--- config.mk ---
export PLATFORM = sky130hd
export DESIGN_NAME = lpc_top
export DESIGN_NICKNAME = d
export VERILOG_FILES = /design/src/core/lpc_pkg.sv /design/src/core/lpc_timer.sv /design/src/core/lpc_flag.sv /design/src/core/lpc_top.sv
export SDC_FILE = /design/constraint.sdc
export NUM_CORES = 1
export LEC_CHECK = 0
export BUFFER_PORTS_ARGS = -buffer_cell sky130_fd_sc_hd__buf_2
export CORE_MARGIN = 5
export CORE_UTILIZATION = 40
export DETAILED_ROUTE_END_ITERATION = 12
export PLACE_DENSITY_LB_ADDON = 0.3
export SLEW_MARGIN = 20
export SYNTH_ARGS = -nofsm -noshare
export SYNTH_HDL_FRONTEND = slang
export SYNTH_SLANG_ARGS = --single-unit
--- constraint.sdc ---
create_clock -name CLOCK -period 8.65 [get_ports CLOCK]
set_clock_uncertainty 0.1 [all_clocks]
set_input_delay 1.73 -clock CLOCK [delete_from_list [all_inputs] [get_ports CLOCK]]
set_output_delay 1.73 -clock CLOCK [all_outputs]
set_load 0.01 [all_outputs]
--- src/core/lpc_pkg.sv ---
package lpc_pkg;

    // ****************************************
    // register map
    // ****************************************
    localparam int ADDR_W = 8;
    localparam logic [ADDR_W-1:0] OFS_DRIVE = 8'h00;
    localparam logic [ADDR_W-1:0] OFS_CTRL = 8'h04;
    localparam logic [ADDR_W-1:0] OFS_SLEW = 8'h08;
    localparam logic [ADDR_W-1:0] OFS_STAT = 8'h0C;
    localparam logic [ADDR_W-1:0] OFS_IE = 8'h10;
    localparam logic [ADDR_W-1:0] OFS_IF = 8'h14;

    // ****************************************
    // field positions
    // ****************************************
    localparam int B_RXD = 0;
    localparam int B_DDR = 1;
    localparam int B_PUE = 0;
    localparam int B_WUE = 1;
    localparam int B_RXO = 2;
    localparam int B_EN = 3;
    localparam int B_SRC = 4;
    localparam int B_TDIS = 7;
    localparam int B_DT = 7;
    localparam int B_OC = 6;

    // ****************************************
    // slew codes and reset values
    // ****************************************
    localparam logic [1:0] SLEW_20K = 2'h0;
    localparam logic [1:0] SLEW_10K = 2'h1;
    localparam logic [1:0] SLEW_FAST = 2'h2;
    localparam logic [1:0] SLEW_RSVD = 2'h3;
    localparam logic [1:0] SLEW_RST = SLEW_20K;
    localparam logic RESP_OKAY_B = 1'b0;
    localparam logic [1:0] RESP_OKAY = 2'h0;
    localparam logic [1:0] RESP_SLVERR = 2'h2;

    // ****************************************
    // timing
    // ****************************************
    localparam int CLK_NS = 20;
    localparam int DT_LIMIT_US = 600;
    localparam int DT_CYC = (DT_LIMIT_US * 1000 + CLK_NS - 1) / CLK_NS;
    localparam int OC_MASK_NS = 1500;
    localparam int OC_MASK_CYC = (OC_MASK_NS + CLK_NS - 1) / CLK_NS;
    localparam int IRC_NS = 1000;
    localparam int REARM_BUS_CYC = 2;
    localparam int REARM_CYC = (IRC_NS + CLK_NS - 1) / CLK_NS + REARM_BUS_CYC;

    // ****************************************
    // types
    // ****************************************
    typedef enum logic [1:0] {
        MODE_OFF = 2'h0,
        MODE_NORMAL = 2'h1,
        MODE_RECEIVE_ONLY_CTL = 2'h3,
        MODE_STANDBY = 2'h2
    } lpc_mode_e;

    typedef struct packed {
        logic awvalid;
        logic [ADDR_W-1:0] awaddr;
        logic wvalid;
        logic [31:0] wdata;
        logic [3:0] wstrb;
        logic bready;
        logic arvalid;
        logic [ADDR_W-1:0] araddr;
        logic rready;
    } lpc_axi_req_s;

    typedef struct packed {
        logic awready;
        logic wready;
        logic bvalid;
        logic [1:0] bresp;
        logic arready;
        logic rvalid;
        logic [31:0] rdata;
        logic [1:0] rresp;
    } lpc_axi_rsp_s;

endpackage

--- src/core/lpc_timer.sv ---
`timescale 1ns/10ps
module lpc_timer import lpc_pkg::*; #(
    parameter int LIMIT = 4,
    parameter int W = $clog2(LIMIT + 1)
) (
    // clock and reset
    input wire logic clk,
    input wire logic rst,
    input wire logic ce,
    // control
    input wire logic run,
    output logic done
);
    localparam logic [W-1:0] LIM = W'(LIMIT);

    typedef struct packed {
        logic [W-1:0] cnt;
        logic done;
    } lpc_tmr_state_s;

    lpc_tmr_state_s q, d;

    // ****************************************
    // count while run, done at limit
    // ****************************************
    always_comb begin
        d = q;
        if (!run) begin
            d.cnt = '0;
            d.done = 1'b0;
        end else begin
            if (q.cnt != LIM) begin
                d.cnt = q.cnt + W'(1);
            end
            d.done = (d.cnt == LIM);
        end
    end

    always_ff @(posedge clk or posedge rst) begin
        if (rst) begin
            q <= '0;
        end else if (ce) begin
            q <= d;
        end
    end

    assign done = q.done;

endmodule // lpc_timer

--- src/core/lpc_flag.sv ---
`timescale 1ns/10ps
module lpc_flag import lpc_pkg::*; (
    // clock and reset
    input wire logic clk,
    input wire logic rst,
    input wire logic ce,
    // set and clear
    input wire logic set,
    input wire logic clr,
    output logic flag
);
    typedef struct packed {
        logic flag;
    } lpc_flag_state_s;

    lpc_flag_state_s q, d;

    // ****************************************
    // sticky flag, set beats clear
    // ****************************************
    always_comb begin
        d = q;
        d.flag = set | (q.flag & ~clr);
    end

    always_ff @(posedge clk or posedge rst) begin
        if (rst) begin
            q <= '0;
        end else if (ce) begin
            q <= d;
        end
    end

    assign flag = q.flag;

endmodule // lpc_flag

--- src/core/lpc_top.sv ---
// Summary of operation
// - status register reads anytime; writes to it are ignored.
// - status bit 7 shows transmit input still dominant after a timeout.
// - while still dominant after timeout, transmitter stays off, flag re-sets.
// - timeout flag with enable bit 7 raises the interrupt request.
// - overcurrent flag with enable bit 6 raises the interrupt request.
// - writing one clears a flag; writing zero leaves it.
// - transmit low a timeout after falling edge sets flag 7, disables driver.
// - still dominant after clearing timeout flag keeps driver off, flag re-sets.
// - overcurrent sets flag 6 and disables the transmitter.
// - overcurrent or dominant input at clear keeps driver off, flag re-sets.
// - transmit drive comes from serial interface or a data register bit.
// - two-bit slew select resets to the 20 kbit/s setting.
// - timeout disable bit suppresses the dominant timeout.
// - overcurrent inside the masking window is neither reported nor shuts down.
// - shutdown disables everything, no timeout monitoring, registers stay reachable.
// - enable leaves shutdown into receive-only or normal mode.
// - clearing enable returns to shutdown.
// - normal mode enables receiver and transmitter; pullup select picks pullup.
// - receive-only control moves normal mode to receive-only.
// - controller stop moves normal mode to standby.
// - slew codes: 00 normal, 01 slow, 10 fast, 11 reserved.
// - receive-only disables the transmitter at once.
// - leaving stop returns to normal or receive-only per control.
// - enabled sources combine into one interrupt request line.
`timescale 1ns/10ps
module lpc_top import lpc_pkg::*; #(
    parameter int DT_LIMIT = DT_CYC,
    parameter int OC_MASK = OC_MASK_CYC,
    parameter int REARM = REARM_CYC
) (
    // clock, reset, enable
    input wire logic CLOCK,
    input wire logic RST,
    input wire logic CE,
    // register bus
    input wire lpc_axi_req_s AXI_REQ,
    output lpc_axi_rsp_s AXI_RSP,
    // transmit source and analog status
    input wire logic TXD_SCI,
    input wire logic OVERCURRENT,
    input wire logic MCU_STOP,
    // bus pin
    input wire logic LIN_I,
    output logic LIN_O,
    output logic LIN_OE_N,
    // receive and analog controls
    output logic RXD_OUT,
    output logic TX_ENABLE,
    output logic RX_ENABLE,
    output logic RX_LOW_POWER,
    output logic PULLUP_STRONG,
    output logic WAKE_ENABLE,
    output logic [1:0] SLEW_SEL,
    // interrupt
    output logic IRQ
);

    // ****************************************
    // state
    // ****************************************
    typedef struct packed {
        lpc_mode_e mode;
        logic en;
        logic rxo;
        logic wue;
        logic pue;
        logic src;
        logic ddr;
        logic tdis;
        logic [1:0] slew;
        logic ie_dt;
        logic ie_oc;
        logic dt_hold;
        logic oc_hold;
        logic aw_ok;
        logic [ADDR_W-1:0] aw_addr;
        logic w_ok;
        logic [7:0] w_data;
        logic w_strb;
        lpc_axi_rsp_s rsp;
        logic tx_en;
        logic lin_oe_n;
        logic rxd;
        logic rx_en;
        logic rx_lp;
        logic pull;
        logic wake;
        logic [1:0] slew_out;
        logic irq;
    } lpc_top_state_s;

    lpc_top_state_s q, d;

    // ****************************************
    // helpers
    // ****************************************
    function automatic logic mapped(input logic [ADDR_W-1:0] a);
        mapped = (a == OFS_DRIVE) || (a == OFS_CTRL) || (a == OFS_SLEW) ||
            (a == OFS_STAT) || (a == OFS_IE) || (a == OFS_IF);
    endfunction

    function automatic logic [1:0] slew_decode(input logic [1:0] s);
        case (s)
            SLEW_20K: slew_decode = SLEW_20K;
            SLEW_10K: slew_decode = SLEW_10K;
            SLEW_FAST: slew_decode = SLEW_FAST;
            default: slew_decode = SLEW_20K;
        endcase
    endfunction

    // ****************************************
    // flags and timers
    // ****************************************
    logic dt_flag;
    logic oc_flag;
    logic dt_done;
    logic dt_re_done;
    logic win_done;
    logic oc_re_done;
    logic dt_clr;
    logic oc_clr;
    logic do_wr;
    logic tx_in;
    logic tx_low;
    logic normal;
    logic tx_ok;
    logic oc_evt;
    logic dt_run;
    logic dt_re_run;
    logic oc_re_run;

    assign tx_in = q.src ? q.ddr : TXD_SCI;
    assign tx_low = ~tx_in;
    assign normal = (q.mode == MODE_NORMAL);
    assign tx_ok = normal & ~dt_flag & ~oc_flag & ~q.dt_hold & ~q.oc_hold;
    assign dt_run = tx_ok & tx_low & ~q.tdis;
    assign dt_re_run = normal & ~dt_flag & q.dt_hold;
    assign oc_evt = OVERCURRENT & tx_ok & tx_low & win_done;
    assign oc_re_run = normal & ~oc_flag & q.oc_hold & (OVERCURRENT | tx_low);
    assign do_wr = q.aw_ok & q.w_ok & ~q.rsp.bvalid;
    assign dt_clr = do_wr & q.w_strb & (q.aw_addr == OFS_IF) & q.w_data[B_DT];
    assign oc_clr = do_wr & q.w_strb & (q.aw_addr == OFS_IF) & q.w_data[B_OC];

    lpc_timer #(.LIMIT(DT_LIMIT)) u_dt_tmr (
        .clk(CLOCK),
        .rst(RST),
        .ce(CE),
        .run(dt_run),
        .done(dt_done)
    );

    lpc_timer #(.LIMIT(REARM)) u_dt_rearm (
        .clk(CLOCK),
        .rst(RST),
        .ce(CE),
        .run(dt_re_run),
        .done(dt_re_done)
    );

    lpc_timer #(.LIMIT(OC_MASK)) u_oc_win (
        .clk(CLOCK),
        .rst(RST),
        .ce(CE),
        .run(tx_low & normal),
        .done(win_done)
    );

    lpc_timer #(.LIMIT(REARM)) u_oc_rearm (
        .clk(CLOCK),
        .rst(RST),
        .ce(CE),
        .run(oc_re_run),
        .done(oc_re_done)
    );

    lpc_flag u_dt_flag (
        .clk(CLOCK),
        .rst(RST),
        .ce(CE),
        .set(dt_done | dt_re_done),
        .clr(dt_clr),
        .flag(dt_flag)
    );

    lpc_flag u_oc_flag (
        .clk(CLOCK),
        .rst(RST),
        .ce(CE),
        .set(oc_evt | oc_re_done),
        .clr(oc_clr),
        .flag(oc_flag)
    );

    // ****************************************
    // read data
    // ****************************************
    function automatic logic [31:0] rd_word(input logic [ADDR_W-1:0] a,
                                            input lpc_top_state_s s,
                                            input logic fdt,
                                            input logic foc);
        rd_word = 32'h0;
        case (a)
            OFS_DRIVE: begin
                rd_word[B_DDR] = s.ddr;
                rd_word[B_RXD] = s.rxd;
            end
            OFS_CTRL: begin
                rd_word[B_SRC] = s.src;
                rd_word[B_EN] = s.en;
                rd_word[B_RXO] = s.rxo;
                rd_word[B_WUE] = s.wue;
                rd_word[B_PUE] = s.pue;
            end
            OFS_SLEW: begin
                rd_word[B_TDIS] = s.tdis;
                rd_word[1:0] = s.slew;
            end
            OFS_STAT: rd_word[B_DT] = s.dt_hold;
            OFS_IE: begin
                rd_word[B_DT] = s.ie_dt;
                rd_word[B_OC] = s.ie_oc;
            end
            OFS_IF: begin
                rd_word[B_DT] = fdt;
                rd_word[B_OC] = foc;
            end
            default: rd_word = 32'h0;
        endcase
    endfunction

    // ****************************************
    // next state
    // ****************************************
    always_comb begin
        d = q;
        // write address and data, either order
        if (AXI_REQ.awvalid && q.rsp.awready) begin
            d.aw_ok = 1'b1;
            d.aw_addr = AXI_REQ.awaddr;
        end
        if (AXI_REQ.wvalid && q.rsp.wready) begin
            d.w_ok = 1'b1;
            d.w_data = AXI_REQ.wdata[7:0];
            d.w_strb = AXI_REQ.wstrb[0];
        end
        if (q.rsp.bvalid && AXI_REQ.bready) begin
            d.rsp.bvalid = 1'b0;
        end
        if (do_wr) begin
            d.aw_ok = 1'b0;
            d.w_ok = 1'b0;
            d.rsp.bvalid = 1'b1;
            d.rsp.bresp = mapped(q.aw_addr) ? RESP_OKAY : RESP_SLVERR;
            if (q.w_strb) begin
                case (q.aw_addr)
                    OFS_DRIVE: d.ddr = q.w_data[B_DDR];
                    OFS_CTRL: begin
                        d.src = q.w_data[B_SRC];
                        d.en = q.w_data[B_EN];
                        d.rxo = q.w_data[B_RXO];
                        d.wue = q.w_data[B_WUE];
                        d.pue = q.w_data[B_PUE];
                    end
                    OFS_SLEW: begin
                        if (!q.en) begin
                            d.tdis = q.w_data[B_TDIS];
                            d.slew = q.w_data[1:0];
                        end
                    end
                    OFS_IE: begin
                        d.ie_dt = q.w_data[B_DT];
                        d.ie_oc = q.w_data[B_OC];
                    end
                    default: d.en = q.en;
                endcase
            end
        end
        d.rsp.awready = ~d.aw_ok;
        d.rsp.wready = ~d.w_ok;
        // read channel
        if (q.rsp.rvalid && AXI_REQ.rready) begin
            d.rsp.rvalid = 1'b0;
        end
        if (AXI_REQ.arvalid && q.rsp.arready) begin
            d.rsp.rvalid = 1'b1;
            d.rsp.rdata = rd_word(AXI_REQ.araddr, q, dt_flag, oc_flag);
            d.rsp.rresp = mapped(AXI_REQ.araddr) ? RESP_OKAY : RESP_SLVERR;
        end
        d.rsp.arready = ~d.rsp.rvalid;
        // mode machine
        case (q.mode)
            MODE_OFF: begin
                if (q.en) begin
                    d.mode = q.rxo ? MODE_RECEIVE_ONLY_CTL : MODE_NORMAL;
                end
            end
            MODE_NORMAL: begin
                if (!q.en) begin
                    d.mode = MODE_OFF;
                end else if (MCU_STOP) begin
                    d.mode = MODE_STANDBY;
                end else if (q.rxo) begin
                    d.mode = MODE_RECEIVE_ONLY_CTL;
                end
            end
            MODE_RECEIVE_ONLY_CTL: begin
                if (!q.en) begin
                    d.mode = MODE_OFF;
                end else if (MCU_STOP) begin
                    d.mode = MODE_STANDBY;
                end else if (!q.rxo) begin
                    d.mode = MODE_NORMAL;
                end
            end
            MODE_STANDBY: begin
                if (!q.en) begin
                    d.mode = MODE_OFF;
                end else if (!MCU_STOP) begin
                    d.mode = q.rxo ? MODE_RECEIVE_ONLY_CTL : MODE_NORMAL;
                end
            end
            default: d.mode = MODE_OFF;
        endcase
        // fault holds
        d.dt_hold = dt_done | (q.dt_hold & tx_low & normal);
        d.oc_hold = oc_evt | (q.oc_hold & (OVERCURRENT | (normal & tx_low)));
        // pin and analog outputs
        d.tx_en = tx_ok & ~dt_done & ~oc_evt;
        d.lin_oe_n = ~(d.tx_en & tx_low);
        d.rxd = LIN_I;
        d.rx_en = (q.mode != MODE_OFF);
        d.rx_lp = (q.mode == MODE_STANDBY);
        d.wake = (q.mode == MODE_STANDBY) & q.wue;
        case (q.mode)
            MODE_NORMAL: d.pull = q.pue;
            MODE_RECEIVE_ONLY_CTL: d.pull = q.pue;
            MODE_STANDBY: d.pull = q.pue & q.wue;
            default: d.pull = 1'b0;
        endcase
        d.slew_out = slew_decode(q.slew);
        d.irq = (dt_flag & q.ie_dt) | (oc_flag & q.ie_oc);
    end

    // ****************************************
    // registers
    // ****************************************
    always_ff @(posedge CLOCK or posedge RST) begin
        if (RST) begin
            q <= '0;
            q.mode <= MODE_OFF;
            q.slew <= SLEW_RST;
            q.slew_out <= SLEW_RST;
            q.lin_oe_n <= 1'b1;
            q.rsp.awready <= 1'b1;
            q.rsp.wready <= 1'b1;
            q.rsp.arready <= 1'b1;
        end else if (CE) begin
            q <= d;
        end
    end

    // ****************************************
    // outputs
    // ****************************************
    assign AXI_RSP = q.rsp;
    assign LIN_O = 1'b0;
    assign LIN_OE_N = q.lin_oe_n;
    assign RXD_OUT = q.rxd;
    assign TX_ENABLE = q.tx_en;
    assign RX_ENABLE = q.rx_en;
    assign RX_LOW_POWER = q.rx_lp;
    assign PULLUP_STRONG = q.pull;
    assign WAKE_ENABLE = q.wake;
    assign SLEW_SEL = q.slew_out;
    assign IRQ = q.irq;

endmodule // lpc_top

# ---- Word-level counts from Yosys, hierarchy flattened
# Cells that the tools add are included.
dict set report word_totals {
  reg_bits 100
  in_bits 64
  out_inout_bits 52
  wordCells 204
}
dict set report op_classes {
  n_addsub 4
  n_eq_ne 27
  muxes 40
  n_bitwise 57
  reduce_logical 31
}
# op n
set op_table {}
lappend op_table {{$mux 35} 1}
lappend op_table {{$and 1x1->1} 32}
lappend op_table {{$eq 8x4->1 const B} 4}
lappend op_table {{$eq 8x5->1 const B} 4}
lappend op_table {{$mux 15} 2}
lappend op_table {{$mux 7} 4}
lappend op_table {{$mux 2} 12}
lappend op_table {{$mux 6} 4}
lappend op_table {{$eq 8x3->1 const B} 2}
lappend op_table {{$logic_not 8->1} 2}
lappend op_table {{$mux 16} 1}
lappend op_table {{$not 1->1} 16}
lappend op_table {{$add 15x1->15 const B} 1}
lappend op_table {{$eq 15x15->1 const B} 1}
lappend op_table {{$ne 15x15->1 const B} 1}
lappend op_table {{$add 6x1->6 const B} 2}
lappend op_table {{$eq 6x6->1 const B} 2}
lappend op_table {{$ne 6x6->1 const B} 2}
lappend op_table {{$reduce_and 4->1} 3}
lappend op_table {{$logic_or 1x1->1} 10}
lappend op_table {{$mux 10} 1}
lappend op_table {{$reduce_and 2->1} 5}
lappend op_table {{$reduce_and 5->1} 2}
lappend op_table {{$mux 9} 1}
lappend op_table {{21 further kinds} 44}

# ---- Depth between registers and ports, before layout
dict set report depth {
  depth_word 12
  mapped_depth 7
}

# ---- By module
# From an unflattened synthesis, not the netlist that was laid out.
dict set report unflattened {
  cells_unflattened 573
  area_unflattened_um2 5672.9
}
# mod n_inst cells_per_inst area_each_um2 seq_area_each_um2
set by_module_without_submodules {}
lappend by_module_without_submodules {lpc_top 1 269 2990.4 1431.4}
lappend by_module_without_submodules {{lpc_timer (u_dt_tmr)} 1 138 1124.8 400.4}
lappend by_module_without_submodules {{lpc_timer (u_dt_rearm ...)} 2 50 451.7 175.2}
lappend by_module_without_submodules {{lpc_timer (u_oc_win)} 1 58 571.8 200.2}
lappend by_module_without_submodules {lpc_flag 2 4 41.3 25.0}

# ---- Worst setup path before layout
# OpenSTA, ideal clock, no wires.
dict set report synth_path {
  kind {input-to-reg}
  from {in CE}
  to {reg q[72] (netlist bit)}
  setup_time_ns 0.125
  t_arrival_ns 2.948
  required_ns 8.425
  path_slack_ns 5.477
  stages 4
  n_path_buf 0
  path_cell_list {and4b_1 -> nand4_1 -> nor4b_1 -> mux2_2}
}
dict set report synth_between {
  elab_chain_len 1
}
# element line_no
set synth_rtl {}
lappend synth_rtl {{start, declared} lpc_top.sv:35} ;# input wire logic CE,
lappend synth_rtl {{$reduce_and 4->1 (no source line)} n/a}
lappend synth_rtl {{end, declared} lpc_top.sv:93} ;# lpc_top_state_s q, d;
# No other way between the ends.
# A chain may end at the register's enable or synchronous reset.

# ---- Worst setup path after layout
dict set report layout_path {
  from {in TXD_SCI}
  to {reg u_dt_tmr.q (netlist bit u_dt_tmr.done)}
}
dict set report layout_between {
  elab_chain_len 5
}
# element line_no
set layout_rtl {}
lappend layout_rtl {{start, declared} lpc_top.sv:40} ;# input wire logic TXD_SCI,
lappend layout_rtl {{$mux 1} lpc_top.sv:133} ;# assign tx_in = q.src ? q.ddr : TXD_SCI;
lappend layout_rtl {{$not 1->1} lpc_top.sv:134} ;# assign tx_low = ~tx_in;
lappend layout_rtl {{$and 1x1->1 (2 in a row)} lpc_top.sv:137} ;# assign dt_run = tx_ok & tx_low & ~q.tdis;
lappend layout_rtl {{$mux 16} lpc_timer.sv:28} ;# if (!run) begin
lappend layout_rtl {{end signal, assigned} lpc_timer.sv:41} ;# q <= '0;
lappend layout_rtl {{end signal, assigned} lpc_timer.sv:43} ;# q <= d;
lappend layout_rtl {{end, declared} lpc_timer.sv:21} ;# lpc_tmr_state_s q, d;
# No other way between the ends.

==> flow_summary.ini <==
[floorplan]
dieHeight_um = 125
die_boundary_width_um = 125
coreArea_sq_um = 13100
io_pins = 116
floorplan.die_area_sq_um = 15600
start_util_pct = 40.3
rows = 42

[clock_network]
clockBufferDepth = 2
cts.repair_timing.setup_buffer_count = 0
cts-buffers-inserted = 9
worst_setup_hold_path_clk_slew_ns = 0.07
ctsRootBufferMaster = sky130_fd_sc_hd__clkbuf_16
tritoncts = yes
cts_repair_resize_count = 0
post_cts_hold_buffer_count = 0
clk_latency_ns = 0.35
clock_tree.htree_level_count = 3
clock_sinks = 97

[critical_path]
crit_start_category = primary input
critPathLaunch = TXD_SCI
worst-path-max-fanout = 12
worst_ep_arrival_time_ns = 4.07
critPathRequiredTime_ns = 8.78
end_kind = flip-flop
timing.setup.critical_path_class = in2reg
worstReg2RegStart = q[78]

[cells_and_area]
layout_common_cells = sky130_fd_sc_hd__dfrtp_1 (93), sky130_fd_sc_hd__buf_2 (59), sky130_fd_sc_hd__o21ai_0 (56), sky130_fd_sc_hd__nand2_1 (45), sky130_fd_sc_hd__mux2_2 (32)
multi_input_comb_area_sq_um = 2430
register_cell_area_after_layout_sq_um = 2430
layout.cell_area.non_filler_sq_um = 5800
antennaDiodeCount = 0
n_fill_cell = 1254
area_growth_pct = 10.0
layoutNonFillerInstCount = 754
nNetsFinal = 644
layout-drive-gt1-share_pct = 20.4
commonest_non_fill_non_tap_cell_in_the_layout = sky130_fd_sc_hd__dfrtp_1

[detailed_routing]
drtPass1Iterations = 5
wl_per_cell_um = 14.9
drt-initial-drc-count = 199
totalWireLength_um = 11200
antenna_violating_nets_left = 0
vias = 3963
total_drc_errors_in_the_routed_layout = 0
routed_via_density = 5.26

[flow_run]
timing.max_cap.violations = 0

[place]
placement.cell_area_sq_um = 5500
placedCellCount = 738
dp_hpwl_um = 8060
port_buffers = 59
place.gp.congestion = 0.905

[timing]
fmax_mhz = 254
worst-slew-pin-transition_ns = 0.809
timing.final.max_slew_violations = 0
final_hold_viol_count = 0
finalWorstPathRequiredPeriod_ns = 3.94
rsz0062_at_grt = no
finalSetupTns_ns = 0
final_min_period_over_clock_period_pct = 45.5
setup_violations = 0
worst_slew_margin_pct = 45.7
holdWs_ns = 0.380

[synthesis]
synth.lib_cells_used.distinct = 59
seq_area_frac_synth_pct = 46.1
ys_async_sr_fraction_pct = 100
synth-main-ff-cell = sky130_fd_sc_hd__dfrtp_1
post_synth_inst_count = 537
ys.warnings.count = 0
post_synth_instance_area_sq_um = 5270
synth.avg_cell_area_sq_um = 9.82
synth_seq_cells = 97
synth_enable_flop_cells = 0

[grt]
antenna_violations_before_repair = 0
track_usage_pct = 14.7
globalRoute.totalOverflow = 0
first_pass_grt_wire_length_um = 19100
grt_max_degree = 52
first_global_vias = 3831

[pwr]
powerDensity_nw_per_um2 = 197
p_sw_share_pct = 27.8
internal_power_w = 0.000828
power.net_switching_w = 0.000318
power.ir.vdd_worst_mv = 0.148
leakage_nw = 2.61
power_share_of_the_clock_group_pct = 35.6
seqPwrFrac_pct = 50.7
share_comb_of_total_power_pct = 13.8

[min_path]
worstHoldStart = AXI_RSP[1]
min_path_type = reg2reg

[run_status]
status = completed
-- worst max-delay path, stage by stage --
cell and delay [ns]:
sky130_fd_sc_hd__buf_2 0.10, sky130_fd_sc_hd__mux2i_1 0.45, sky130_fd_sc_hd__nand4_1 0.57, sky130_fd_sc_hd__nor2_1 0.69
sky130_fd_sc_hd__o211ai_1 0.19, sky130_fd_sc_hd__o31ai_1 0.32
-- worst paths after layout --
kind                                  to  slack [ns]  cells after the start
hold reg to reg               AXI_RSP[1]        0.38                      2
max in group asynchronous      TX_ENABLE        6.02                      3
hold / removal                AXI_RSP[1]        0.38                      2
setup / recovery           u_dt_tmr.done        4.71                      6
setup reg to reg           u_dt_tmr.done        5.71                      5
min in group asynchronous          q[78]        1.36                      2
-- state kept, by name, indices dropped and copies added (netlist names), 2 cells and up --
signal,count
u_oc_win.q,7
u_dt_rearm.q,6
SLEW_SEL,2
q,33
u_oc_rearm.q,6
u_dt_tmr.q,15
AXI_RSP,14
-- layout make-up --
cell class                 count  share of cell area [%]
sequential                    97                    41.9
clock inverter                 6                    1.25
tap                          176                    3.79
multi-input combinational    376                    41.9
inverter                      28                    1.85
clock buffer                  10                    3.95
timing repair buffer          61                    5.35
-- kinds of logic after synthesis --
kind of cell	count (synthesis)	synth area share [%]
fa+ha+maj	7	1.66
simple gates	164	17.2
other cells	1	0.0711
xor+xnor	13	2.16
flops	97	46.1
mux	37	7.78
buf+inv	91	9.70
compound gates	127	15.4
-- through the flow --
stage,worst slack [ns],util [%],power (W)
finish,4.71,44.3,0.00115
global route,4.42,44.3,0.00121
CTS,4.67,44.3,0.00116
detailed placement,4.36,42.0,0.000750
global placement,4.32,42.0,0.000742
floorplan,4.29,-,0.000717
-- power by group through the flow --
stage	Sequential (W)	Combinational, W	Clock (W)
5_1_grt	0.000591	0.000179	0.000439
4_1_cts	0.000581	0.000161	0.000418
2_1_floorplan	0.000571	0.000147	0
3_3_place_gp	0.000586	0.000156	0
3_5_place_dp	0.000589	0.000161	0
6_report	0.000581	0.000158	0.000407
-- per-layer routing --
layer / track usage, % / vias to the layer above / wire, um
met3: 3.90 / 14 / 666
met4: 5.04 / 0 / 164
met1: 19.9 / 1904 / 5250
li1: - / 1945 / -
met5: 0 / - / 0
met2: 23.0 / 100 / 5160
-- synth_stat cells (all sizes together), types with 4 or more instances --
library cell | number | area (sq um)
dfrtp | 93 | 2330
o21ai | 56 | 280
buf | 48 | 350
nand2 | 45 | 169
mux2 | 32 | 360
inv | 27 | 101
nand3 | 21 | 105
nor2 | 20 | 75.1
nor3 | 16 | 80.1
clkbuf | 15 | 56.3
a21oi | 14 | 70.1
nand4 | 10 | 77.6
a22o | 9 | 78.8
nand2b | 9 | 56.3
and3 | 8 | 50.1
xor2 | 8 | 70.1
ha | 7 | 87.6
o22ai | 7 | 43.8
o2bb2ai | 7 | 61.3
a211oi | 6 | 45.0
and4 | 5 | 43.8
mux2i | 5 | 50.1
nor4 | 5 | 37.5
xnor2 | 5 | 43.8
dfstp | 4 | 105
nor2b | 4 | 25.0
Power figures use the tool's default switching activity.
